### config.mk
export PLATFORM = sky130hd
export DESIGN_NAME = software_memory_miss_resource
export DESIGN_NICKNAME = d
export VERILOG_FILES = /design/src/verilog/swmem_pkg.sv /design/src/verilog/miss_resource.sv /design/src/verilog/software_memory_miss_resource.sv
export SDC_FILE = /design/constraint.sdc
export NUM_CORES = 1
export LEC_CHECK = 0
export BUFFER_PORTS_ARGS = -buffer_cell sky130_fd_sc_hd__buf_2
export CORE_AREA = 4 4 255 257
export CTS_CLUSTER_SIZE = 28
export DETAILED_ROUTE_END_ITERATION = 10
export DIE_AREA = 0 0 259 261
export GPL_TIMING_DRIVEN = 0
export PLACE_DENSITY = 0.66
export SYNTH_ARGS = -nofsm -noshare
export SYNTH_HDL_FRONTEND = slang
export SYNTH_SLANG_ARGS = --single-unit
### constraint.sdc
create_clock -name sys_clk -period 8.13 [get_ports sys_clk]
set_input_delay 0.4065 -clock sys_clk [delete_from_list [all_inputs] [get_ports sys_clk]]
set_output_delay 0.4065 -clock sys_clk [all_outputs]
set_load 0.03 [all_outputs]
### src/verilog/swmem_pkg.sv
// Purpose: Shared constants and carriers for the software memory miss block
// Assumes: One core clock; controls arrive as mode selector plus value
// Notes: Line and address widths are fixed
package swmem_pkg;

  localparam int ADDR_W = 32;
  localparam int DATA_W = 32;
  localparam int LINES = 8;
  localparam int IDX_W = 3;
  localparam int TAG_W = ADDR_W - IDX_W - 2;

  // =========================================================
  // Mode selectors
  localparam logic [15:0] SEL_SWITCH = 16'h0000;
  localparam logic [15:0] SEL_NOTIFY = 16'h0002;
  localparam logic [15:0] SEL_RUN = 16'h0007;

  // =========================================================
  // Values
  localparam logic [31:0] resource_switch_off = 32'h00000000;
  localparam logic [31:0] resource_switch_on = 32'h00000001;
  localparam logic [31:0] notify_as_event = 32'h00000000;
  localparam logic [31:0] notify_as_interrupt = 32'h00000001;
  localparam logic [31:0] miss_serviced_signal = 32'h00000001;

  // =========================================================
  // Reset values
  localparam logic RST_ENABLED = 1'b0;
  localparam logic RST_IRQ_MODE = 1'b0;

  // Software memory window
  localparam logic [ADDR_W-1:0] SWMEM_BASE = 32'h80000000;
  localparam logic [ADDR_W-1:0] SWMEM_MASK = 32'h80000000;

  localparam int RES_READ = 0;
  localparam int RES_WRITE = 1;

  typedef struct packed {
    logic valid;
    logic res;
    logic [15:0] sel;
    logic [31:0] value;
  } ctrl_t;

  typedef struct packed {
    logic valid;
    logic write;
    logic [ADDR_W-1:0] addr;
    logic [DATA_W-1:0] wdata;
  } access_t;

  typedef struct packed {
    logic done;
    logic [DATA_W-1:0] rdata;
  } reply_t;

  typedef struct packed {
    logic valid;
    logic [DATA_W-1:0] data;
  } fill_t;

endpackage

### src/verilog/miss_resource.sv
// Purpose: Per-resource mode state and notification for one miss resource
// Assumes: Controls already steered to this resource
// Notes: Notification pulses the cycle after a miss is flagged
module miss_resource (
  input wire logic sysClk,
  input wire logic resetN,
  input wire logic clkEn,
  input wire swmem_pkg::ctrl_t ctrl,
  input wire logic missRaise,
  output logic enabled,
  output logic irqMode,
  output logic pending,
  output logic serviced
);
  logic next_enabled;
  logic next_irqMode;
  logic next_pending;
  logic next_serviced;

  always_comb begin
    next_enabled = enabled;
    next_irqMode = irqMode;
    next_pending = pending;
    next_serviced = 1'b0;
    if (ctrl.valid && ctrl.sel == swmem_pkg::SEL_SWITCH) begin
      if (ctrl.value == swmem_pkg::resource_switch_on) begin
        next_enabled = 1'b1;
      end else if (ctrl.value == swmem_pkg::resource_switch_off) begin
        next_enabled = 1'b0;
      end
    end
    if (ctrl.valid && ctrl.sel == swmem_pkg::SEL_NOTIFY) begin
      if (ctrl.value == swmem_pkg::notify_as_interrupt) begin
        next_irqMode = 1'b1;
      end else if (ctrl.value == swmem_pkg::notify_as_event) begin
        next_irqMode = 1'b0;
      end
    end
    if (ctrl.valid && ctrl.sel == swmem_pkg::SEL_RUN &&
        ctrl.value == swmem_pkg::miss_serviced_signal && pending) begin
      next_pending = 1'b0;
      next_serviced = 1'b1;
    end
    // Raise wins over a same-cycle service
    if (missRaise) begin
      next_pending = 1'b1;
    end
  end

  always_ff @(posedge sysClk or negedge resetN) begin
    if (!resetN) begin
      enabled <= swmem_pkg::RST_ENABLED;
      irqMode <= swmem_pkg::RST_IRQ_MODE;
      pending <= 1'b0;
      serviced <= 1'b0;
    end else if (clkEn) begin
      enabled <= next_enabled;
      irqMode <= next_irqMode;
      pending <= next_pending;
      serviced <= next_serviced;
    end
  end
endmodule

### src/verilog/software_memory_miss_resource.sv
// Purpose: Software memory mini-cache with read and write miss resources
// Assumes: Core issues one access at a time and holds it until done
// Notes: Software fills the line through fillIn before signalling service
// =========================================================
// Overview of operation
// - Each tile has one read miss resource and one separate write miss resource.
// - Selector 0x0000 switches a resource on with value 1 and off with value 0.
// - While on, accesses in the software memory space go to the small cache.
// - While on, a cache miss notifies the read or write resource that matches it.
// - Selector 0x0002 picks events with value 0 and interrupts with value 1.
// - Until changed, a resource notifies by event.
// - Selector 0x0007 with data 1 tells the block that the pending miss is serviced.
module software_memory_miss_resource (
  input wire logic sys_clk,
  input wire logic reset_n,
  input wire logic clkEn,
  input wire swmem_pkg::ctrl_t control_set_instruction,
  input wire swmem_pkg::access_t access,
  input wire swmem_pkg::fill_t fillIn,
  output swmem_pkg::reply_t reply,
  output logic [1:0] missEvent,
  output logic [1:0] missIrq,
  output logic [swmem_pkg::ADDR_W-1:0] missAddr,
  output logic bypass
);
  // =========================================================
  // State
  typedef enum logic [2:0] {
    ST_IDLE = 3'b001,
    ST_WAIT = 3'b010,
    ST_DONE = 3'b100
  } state_t;

  state_t state;
  state_t next_state;
  logic [swmem_pkg::DATA_W-1:0] lineData [swmem_pkg::LINES];
  logic [swmem_pkg::TAG_W-1:0] lineTag [swmem_pkg::LINES];
  logic [swmem_pkg::LINES-1:0] lineValid;
  logic [swmem_pkg::LINES-1:0] next_lineValid;
  logic [swmem_pkg::ADDR_W-1:0] next_missAddr;
  logic [1:0] next_missEvent;
  logic [1:0] next_missIrq;
  logic next_bypass;
  swmem_pkg::reply_t next_reply;
  swmem_pkg::ctrl_t resCtrl [2];
  logic [1:0] missRaise;
  logic [1:0] enabled;
  logic [1:0] irqMode;
  logic [1:0] pending;
  logic [1:0] serviced;
  logic hit;
  logic inSpace;
  logic curRes;
  logic [swmem_pkg::IDX_W-1:0] idx;
  logic [swmem_pkg::TAG_W-1:0] tag;

  function automatic logic [swmem_pkg::IDX_W-1:0] addrIdx(
    input logic [swmem_pkg::ADDR_W-1:0] a);
    addrIdx = a[swmem_pkg::IDX_W+1:2];
  endfunction

  function automatic logic [swmem_pkg::TAG_W-1:0] addrTag(
    input logic [swmem_pkg::ADDR_W-1:0] a);
    addrTag = a[swmem_pkg::ADDR_W-1:swmem_pkg::IDX_W+2];
  endfunction

  assign idx = addrIdx(access.addr);
  assign tag = addrTag(access.addr);
  assign curRes = access.write;
  assign inSpace = (access.addr & swmem_pkg::SWMEM_MASK) == swmem_pkg::SWMEM_BASE;
  assign hit = lineValid[idx] && lineTag[idx] == tag;

  // =========================================================
  // Two resources, one per access direction
  genvar g;
  generate
    for (g = 0; g < 2; g++) begin : gRes
      always_comb begin
        resCtrl[g] = control_set_instruction;
        resCtrl[g].valid = control_set_instruction.valid &&
                           control_set_instruction.res == 1'(g);
      end
      miss_resource uRes (
        .sysClk(sys_clk),
        .resetN(reset_n),
        .clkEn(clkEn),
        .ctrl(resCtrl[g]),
        .missRaise(missRaise[g]),
        .enabled(enabled[g]),
        .irqMode(irqMode[g]),
        .pending(pending[g]),
        .serviced(serviced[g])
      );
    end
  endgenerate

  // =========================================================
  // Access sequencing
  always_comb begin
    next_state = state;
    next_lineValid = lineValid;
    next_missAddr = missAddr;
    next_missEvent = 2'b00;
    next_missIrq = 2'b00;
    next_bypass = 1'b0;
    next_reply = '0;
    missRaise = 2'b00;
    case (state)
      ST_IDLE: begin
        if (access.valid) begin
          if (!inSpace || !enabled[curRes]) begin
            // Outside the window or switched off: passes to normal memory
            next_bypass = 1'b1;
            next_state = ST_DONE;
          end else if (hit) begin
            next_reply.done = 1'b1;
            next_reply.rdata = lineData[idx];
            next_state = ST_DONE;
          end else begin
            missRaise[curRes] = 1'b1;
            next_missAddr = access.addr;
            next_missEvent[curRes] = !irqMode[curRes];
            next_missIrq[curRes] = irqMode[curRes];
            next_state = ST_WAIT;
          end
        end
      end
      ST_WAIT: begin
        if (serviced[curRes]) begin
          next_reply.done = 1'b1;
          next_reply.rdata = lineData[idx];
          next_state = ST_DONE;
        end
      end
      ST_DONE: begin
        // One idle cycle lets the core drop its request
        next_state = ST_IDLE;
      end
      default: begin
        next_state = ST_IDLE;
      end
    endcase
    if (fillIn.valid) begin
      next_lineValid[addrIdx(missAddr)] = 1'b1;
    end
  end

  always_ff @(posedge sys_clk or negedge reset_n) begin
    if (!reset_n) begin
      state <= ST_IDLE;
      lineValid <= '0;
      missAddr <= '0;
      missEvent <= 2'b00;
      missIrq <= 2'b00;
      bypass <= 1'b0;
      reply <= '0;
    end else if (clkEn) begin
      state <= next_state;
      lineValid <= next_lineValid;
      missAddr <= next_missAddr;
      missEvent <= next_missEvent;
      missIrq <= next_missIrq;
      bypass <= next_bypass;
      reply <= next_reply;
    end
  end

  // Line storage needs no reset; valid bits guard it
  // One process owns the array, so a fill and a write hit never race
  always_ff @(posedge sys_clk) begin
    if (clkEn) begin
      // Write hits land in the line so software can see the stored word
      if (state == ST_IDLE && access.valid && access.write && inSpace &&
          enabled[curRes] && hit) begin
        lineData[idx] <= access.wdata;
      end
      // Fill comes last, so it wins on a shared line
      if (fillIn.valid) begin
        lineData[addrIdx(missAddr)] <= fillIn.data;
        lineTag[addrIdx(missAddr)] <= addrTag(missAddr);
      end
    end
  end
endmodule

# --- Yosys cells after proc, flatten, opt, wreduce, memory -nomap -nowiden ---
# Memories as Yosys holds them, arrays and structs flattened.
# Index checks and enable logic that the tools add are counted.
op_classes:
  bitwise_logic: 6
  eq_ne: 8
  reduce_logical: 38
  magnitude_cmp: 5
  muxes: 51
ops:
  columns: ["op", "count"]
  rows:
  - ["33-bit two-way mux", 4]
  - ["33-bit one-hot mux with 2 select lines", 1]
  - ["32-bit by 1-bit equality test with 1-bit output, second input constant", 1]
  - ["32-bit zero test", 1]
  - ["27-bit equality test", 1]
  - ["1-bit two-way mux", 26]
  - ["2-bit two-way mux", 12]
  - ["1-bit logical AND", 20]
  - ["16-bit by 2-bit equality test with 1-bit output, second input constant", 1]
  - ["16-bit by 3-bit equality test with 1-bit output, second input constant", 1]
  - ["16-bit zero test", 1]
  - ["3-bit AND reduction", 5]
  - ["3-bit two-way mux", 4]
  - ["3-bit by 4-bit < comparator with 1-bit output, second input constant", 2]
  - ["8-bit OR", 1]
  - ["3-bit one-hot mux with 2 select lines", 1]
  - ["2-bit AND reduction", 3]
  - ["2-bit nonzero test", 3]
  - ["5-bit AND reduction", 1]
  - ["2-bit bitwise AND", 2]
  - ["2-bit != test, second input constant", 2]
  - ["1-bit binary-select mux with 3-bit select", 1]
  - ["1-bit demux with 3-bit select", 1]
  - ["3-bit by 1-bit equality test with 1-bit output, second input constant", 1]
  - ["other kinds (8)", 12]
word_totals:
  regBits: 89
  elab_cells: 126
  ramBits: 472
  output_inout_bits: 70
  mem_count: 2
memory_table:
  columns: ["memory", "depth", "word_bits", "rd", "rd_ports_with_merged_regs", "write_ports", "line", "text"]
  rows:
  - ["lineData", 8, 32, 1, 0, 2, "software_memory_miss_resource.sv:36", "logic [swmem_pkg::DATA_W-1:0] lineData [swmem_pkg::LINES];"]
  - ["lineTag", 8, 27, 1, 0, 1, "software_memory_miss_resource.sv:37", "logic [swmem_pkg::TAG_W-1:0] lineTag [swmem_pkg::LINES];"]

# --- Depth between registers and ports, before layout ---
depth:
  ltp_word: 10
  ltp_mapped: 14

# --- Cells and area by module ---
# From an unflattened synthesis, not the netlist that was laid out.
hier_totals:
  hier_cells: 1761
  area_unflattened_um2: 25240.5
by_module_without_submodules:
  columns: ["module", "cells_per_inst", "seq_area_each_um2", "area_each_um2", "n_inst"]
  rows:
  - ["software_memory_miss_resource", 1685, 16201.8, 24507.3, 1]
  - ["miss_resource", 38, 100.1, 366.6, 2]

# --- Least setup slack after synthesis ---
# OpenSTA, ideal clock, no wires.
synth_timing:
  kind: "input port to flip-flop"
  startpoint: "input access[35] in the netlist's numbering"
  endpoint: "memory lineData[1][0] in the netlist's numbering (enable)"
  required_ns: 7.664
  slack_ns: 2.712
  stages: 11
  arrival_time_ns: 4.953
  path_cell_list: "buf_6 -> buf_6 -> buf_4 -> buf_2 -> buf_1 -> mux2i_1 -> xnor2_1 -> a21oi_1 -> nand4_1 -> or4_4 -> o21ai_0"
synth_rtl:
  columns: ["element", "line", "text"]
  rows:
  - ["start, declared", "software_memory_miss_resource.sv:18", "input wire swmem_pkg::access_t access,"]
  - ["end, declared", "software_memory_miss_resource.sv:36", null]

# --- Worst setup path after layout ---
layout_timing:
  startpoint: "input access[35] in the netlist's numbering"
  endpoint: "register reply[22] in the netlist's numbering"
layout_between:
  elab_chain_len: 7
  word_cells_on_any_way: 11
layout_lines:
  columns: ["element", "line", "text"]
  rows:
  - ["memory 8 x 27 bit / 1-bit binary-select mux with 3-bit select (equally long branches)", null, null]
  - ["27-bit equality test / 1-bit two-way mux (equally long branches)", "software_memory_miss_resource.sv:71", "assign hit = lineValid[idx] && lineTag[idx] == tag;"]
  - ["1-bit logical AND", "software_memory_miss_resource.sv:71", null]
  - ["33-bit two-way mux", "software_memory_miss_resource.sv:115", "end else if (hit) begin"]
  - ["33-bit two-way mux", "software_memory_miss_resource.sv:111", "if (!inSpace || !enabled[curRes]) begin"]
  - ["33-bit two-way mux", "software_memory_miss_resource.sv:110", "if (access.valid) begin"]
  - ["33-bit one-hot mux with 2 select lines *", "software_memory_miss_resource.sv:108", "case (state)"]
  - ["end signal, assigned", "software_memory_miss_resource.sv:164", "reply <= next_reply;"]
  - ["end, declared", "software_memory_miss_resource.sv:20", "output swmem_pkg::reply_t reply,"]
# Mark *: on every way between the ends. The rest lies on a longest branch, timed or not. The select of a mux whose other input is x is not followed.
# A chain may end at the register's enable or synchronous reset.

==> metrics list <==
* Total GRT Usage: 0.2343
- Dividing total power by cell area gives a power density of 211.1 nW/µm².
* Maximum level of the CTS H-tree: 2
* Post-route DRC violation count: 0
* Actual transition at the worst max-transition pin: 1.481 ns
- Largest delay share family, worst path: buffers and inverters
- Element type at the critical path end: flop
- Pin placement for this block handled 222 I/O pins.
- From bottom edge to top edge, the die measures 261 µm.
* Leakage power: 11.34 nW
* Final Instance Area: 29,470 µm²
- Maximum clock insertion buffer count: 3
* Number of instances in the synthesized netlist: 1,664
- Via count of the first global-routing pass: 16,890
- Count of endpoints failing setup in the final report: 0
- The worst-case IR drop observed on VDD is 153.6 µV.
- Post-route total power: 6.221 mW
- Buffers added to address setup during post-CTS repair amount to 0.
- Outcome: finished with violations
* Detailed router's first-iteration violation count: 2,074
- For the worst-skew pair, the clock arrives at the later sink with an insertion delay of 0.63 ns.
- The die covers 67,600 µm².
- TritonCTS created 57 clock buffers.
- Total via count in the routed design: 16,760
- After synthesis, the cell types taking the most area are sky130_fd_sc_hd__edfxtp_1 57%, sky130_fd_sc_hd__mux2_2 11%, sky130_fd_sc_hd__dfrtp_1 8.8%.
* Final Max Slew Viols: 0
- Worst clock skew on the final layout: 0.03795 ns
- After global routing the overflow that remains totals 0.
- GPL Wtd Cong: 0.8739
- Worst slew margin: 0.009184
- The synthesized netlist contains 64 unique library cells.
- Counting every sink on the clock net gives 561.
- After clock tree synthesis, the clock-pin slew on the worst setup and hold paths is 0.06 ns.
* Fraction of final layout cells sized beyond drive strength 1: 0.3297
- Maximum number of pins on one net before global-route repair: 61
- Average detailed-routed wire length per instance: 28.16 µm
* Final Cycle Share: 0.6560
- For the worst setup path, the data arrival time is 5.82 ns.
* Fmax achieved: 0.1875 GHz
* Starting utilization of the core area: 0.3971
- Critical path data required time: 8.62 ns
* Width of the chip: 259 µm
- Startpoint type of the worst setup path: primary input
* Dominant register cell in the synthesized netlist: sky130_fd_sc_hd__edfxtp_1
- After synthesis the netlist holds a flip-flop and latch count of 561.
- Area growth from synthesis to layout: 18.31%
- Max stage delay on crit path: 1.00 ns
- Once detail routing completed, the nets flagged for antenna violations numbered 0.
* Non-filler cells in the finished layout: 2,870
* Seq/Total Area, Yosys: 0.6584
* Top cell by count, worst path: sky130_fd_sc_hd__clkbuf_1
- Post-layout nets: 2,115
- The floorplan step defined a core boundary enclosing 62,740 µm².
- The initial antenna violation count came to 21.
- Final critical-path required period: 5.333 ns
- Post-detailed-placement half-perimeter wirelength: 52.47 mm
* Post-synthesis async set-or-reset flop share: 0.1586
- Most frequent cell after synthesis: sky130_fd_sc_hd__edfxtp_1
- In the routed layout, each cell is associated on average with a via count of 5.839.
- Combined area of all synthesized cells: 24,910 µm²
- Number of iterations in the first detailed-routing pass: 8
* Synth Warn #: 0
* Violated checks: max-capacitance violations
* Wire length of the first global-routing pass: 115.7 mm
- A synthesized cell averages 14.97 µm².
- Total routed wirelength: 80.83 mm
- The share of synthesized area in the top cell type comes to 0.5690.
* Resized cells post-CTS: 0
* Clk Tree Root Cell: sky130_fd_sc_hd__clkbuf_16
- CP max stage cell: sky130_fd_sc_hd__clkbuf_1
- The hold violation total from the final report came to 0.
- The synthesized design contains 472 enable-type register cells.
- Port buffering added 218 buffers.
- The filler cells instantiated in the layout total 5,434.
- The signal on the critical path passes through buf_6 > buf_6 > buf_4 > buf_2 > buf_1 > buf_8 > clkbuf_1 > clkbuf_1 > clkbuf_1 > o21ai_0 > a211oi_1 > nor4_1.
- Instance count after placement with tap cells included: 2,747
- Site row count: 92
- By count the netlist is led by 472 x sky130_fd_sc_hd__edfxtp_1, 234 x sky130_fd_sc_hd__mux2_2, 222 x sky130_fd_sc_hd__nand2_1, 88 x sky130_fd_sc_hd__dfrtp_1, 86 x sky130_fd_sc_hd__mux2i_1.
- The largest total area in the synthesized netlist belongs to sky130_fd_sc_hd__edfxtp_1.
- Counting both buffers and inverters, the worst setup path holds a total of 9.
* Worst-path maximum fanout: 10
- Type of the tightest min-delay check: in -> reg
- Setup repair after global routing missed its margin: false
- Once placement finished, the instance area stood at 27,560 µm².
* Crit path kind: in -> reg
- TritonCTS clock tree: yes
- When the netlist entered floorplanning its net count stood at 1,816.
- Max-cap violation count: 1
power breakdown:
part | internal, mW | switching [mW] | total (mW)
logic | 0.163 | 0.286 | 0.449
registers | 3.13 | 0.0110 | 3.14
clock network | 1.49 | 1.14 | 2.63
total | 4.78 | 1.44 | 6.22
routing by layer:
| layer | GRT usage | share of wire | vias up |
|---|---|---|---|
| met5 | 0 | 0.0012 | - |
| met4 | 0.09160 | 0.039 | 14 |
| met3 | 0.05493 | 0.11 | 215 |
| met2 | 0.3733 | 0.47 | 1037 |
| met1 | 0.3140 | 0.38 | 8406 |
| li1 | - | - | 7086 |
per-stage QoR:
stage          setup slack, ns  setup TNS [ns]    util  hold slack (ns)
4_1_cts                  2.734               0  0.4689         0.005001
2_1_floorplan            2.712               0       -           0.1109
5_1_grt                  2.858               0  0.4695          0.02845
3_3_place_gp            -1.777         -101.38  0.4314           0.4468
3_5_place_dp             2.068               0  0.4393           0.4178
6_report                 2.797               0  0.4698          0.03574
flip-flops by register name, indices dropped and copies added (netlist names):
name and count:
missAddr 32, reply 33, gRes.uRes.pending 2, gRes.uRes.serviced 2, lineValid 8, state 3, missEvent 2, gRes.uRes.enabled 2
missIrq 2, gRes.uRes.irqMode 2, lineData 256, bypass 1, lineTag 216
logic make-up after synthesis:
kind of cell | share of synthesized area
DFF | 0.6584
and+or+nand+nor | 0.07338
muxes | 0.1831
AOI/OAI and AO/OA | 0.05872
buffers and inverters | 0.02074
xor gates and xnor gates | 0.005626
layout make-up:
type	count	area, µm²	area share
clock buffer	75	1574	0.05340
tap	846	1059	0.03591
sequential	561	16400	0.5565
antenna	13	32.53	0.001104
clock inverter	32	279.0	0.009467
inverter	13	48.80	0.001656
multi-input combinational	987	8044	0.2729
timing repair buffer	240	1556	0.05281
buffer	103	478.0	0.01622
cell usage in the layout, fill, tap and decap left out, types with 8 or more instances in the layout:
master | Yosys | final
sky130_fd_sc_hd__edfxtp_1 | 472 | 472
sky130_fd_sc_hd__buf_2 | 14 | 234
sky130_fd_sc_hd__mux2_2 | 234 | 234
sky130_fd_sc_hd__nand2_1 | 222 | 222
sky130_fd_sc_hd__dfrtp_1 | 88 | 88
sky130_fd_sc_hd__mux2i_1 | 86 | 86
sky130_fd_sc_hd__clkbuf_1 | 69 | 73
sky130_fd_sc_hd__nor2_1 | 70 | 70
sky130_fd_sc_hd__clkbuf_16 | 0 | 57
sky130_fd_sc_hd__mux4_2 | 46 | 46
sky130_fd_sc_hd__a22oi_1 | 35 | 35
sky130_fd_sc_hd__nor4_1 | 32 | 32
sky130_fd_sc_hd__a21oi_1 | 30 | 30
sky130_fd_sc_hd__a211oi_1 | 20 | 20
sky130_fd_sc_hd__nand3_1 | 16 | 16
sky130_fd_sc_hd__a221oi_1 | 15 | 15
sky130_fd_sc_hd__o21ai_0 | 17 | 15
sky130_fd_sc_hd__a22o_1 | 14 | 14
sky130_fd_sc_hd__diode_2 | 0 | 13
sky130_fd_sc_hd__inv_1 | 12 | 12
sky130_fd_sc_hd__o22ai_1 | 12 | 12
sky130_fd_sc_hd__clkinv_1 | 0 | 12
sky130_fd_sc_hd__buf_12 | 0 | 12
sky130_fd_sc_hd__and3_1 | 10 | 10
sky130_fd_sc_hd__nor3_1 | 9 | 9
sky130_fd_sc_hd__xor2_1 | 9 | 9
sky130_fd_sc_hd__buf_1 | 10 | 8
sky130_fd_sc_hd__nor2b_1 | 8 | 8
sky130_fd_sc_hd__clkbuf_8 | 0 | 8
sky130_fd_sc_hd__clkinv_2 | 0 | 8
worst paths after layout:
| check | from | cells past startpoint | end | slack, ns |
|---|---|---|---|---|
| max reg2reg | lineTag[6][1]$_DFFE_PP_ | 9 | reply[6]$_DFFE_PN0P_ | 3.98 |
| min in group asynchronous | reset_n | 2 | missAddr[27]$_DFFE_PN0P_ | 0.32 |
| max in group asynchronous | reset_n | 3 | state[0]$_DFFE_PN1P_ | 7.05 |
| min | access[32] | 2 | missAddr[0]$_DFFE_PN0P_ | 0.04 |
| max | access[35] | 12 | reply[22]$_DFFE_PN0P_ | 2.80 |
| min reg2reg | lineValid[5]$_DFFE_PN0P_ | 1 | lineValid[5]$_DFFE_PN0P_ | 0.46 |
timing repair:
action                                  CTS  global route
endpoints found under the setup margin    0             0
hold buffers                              1             0
hold endpoints to repair                 29             0
Note: power is estimated with default switching activity, not from simulation.
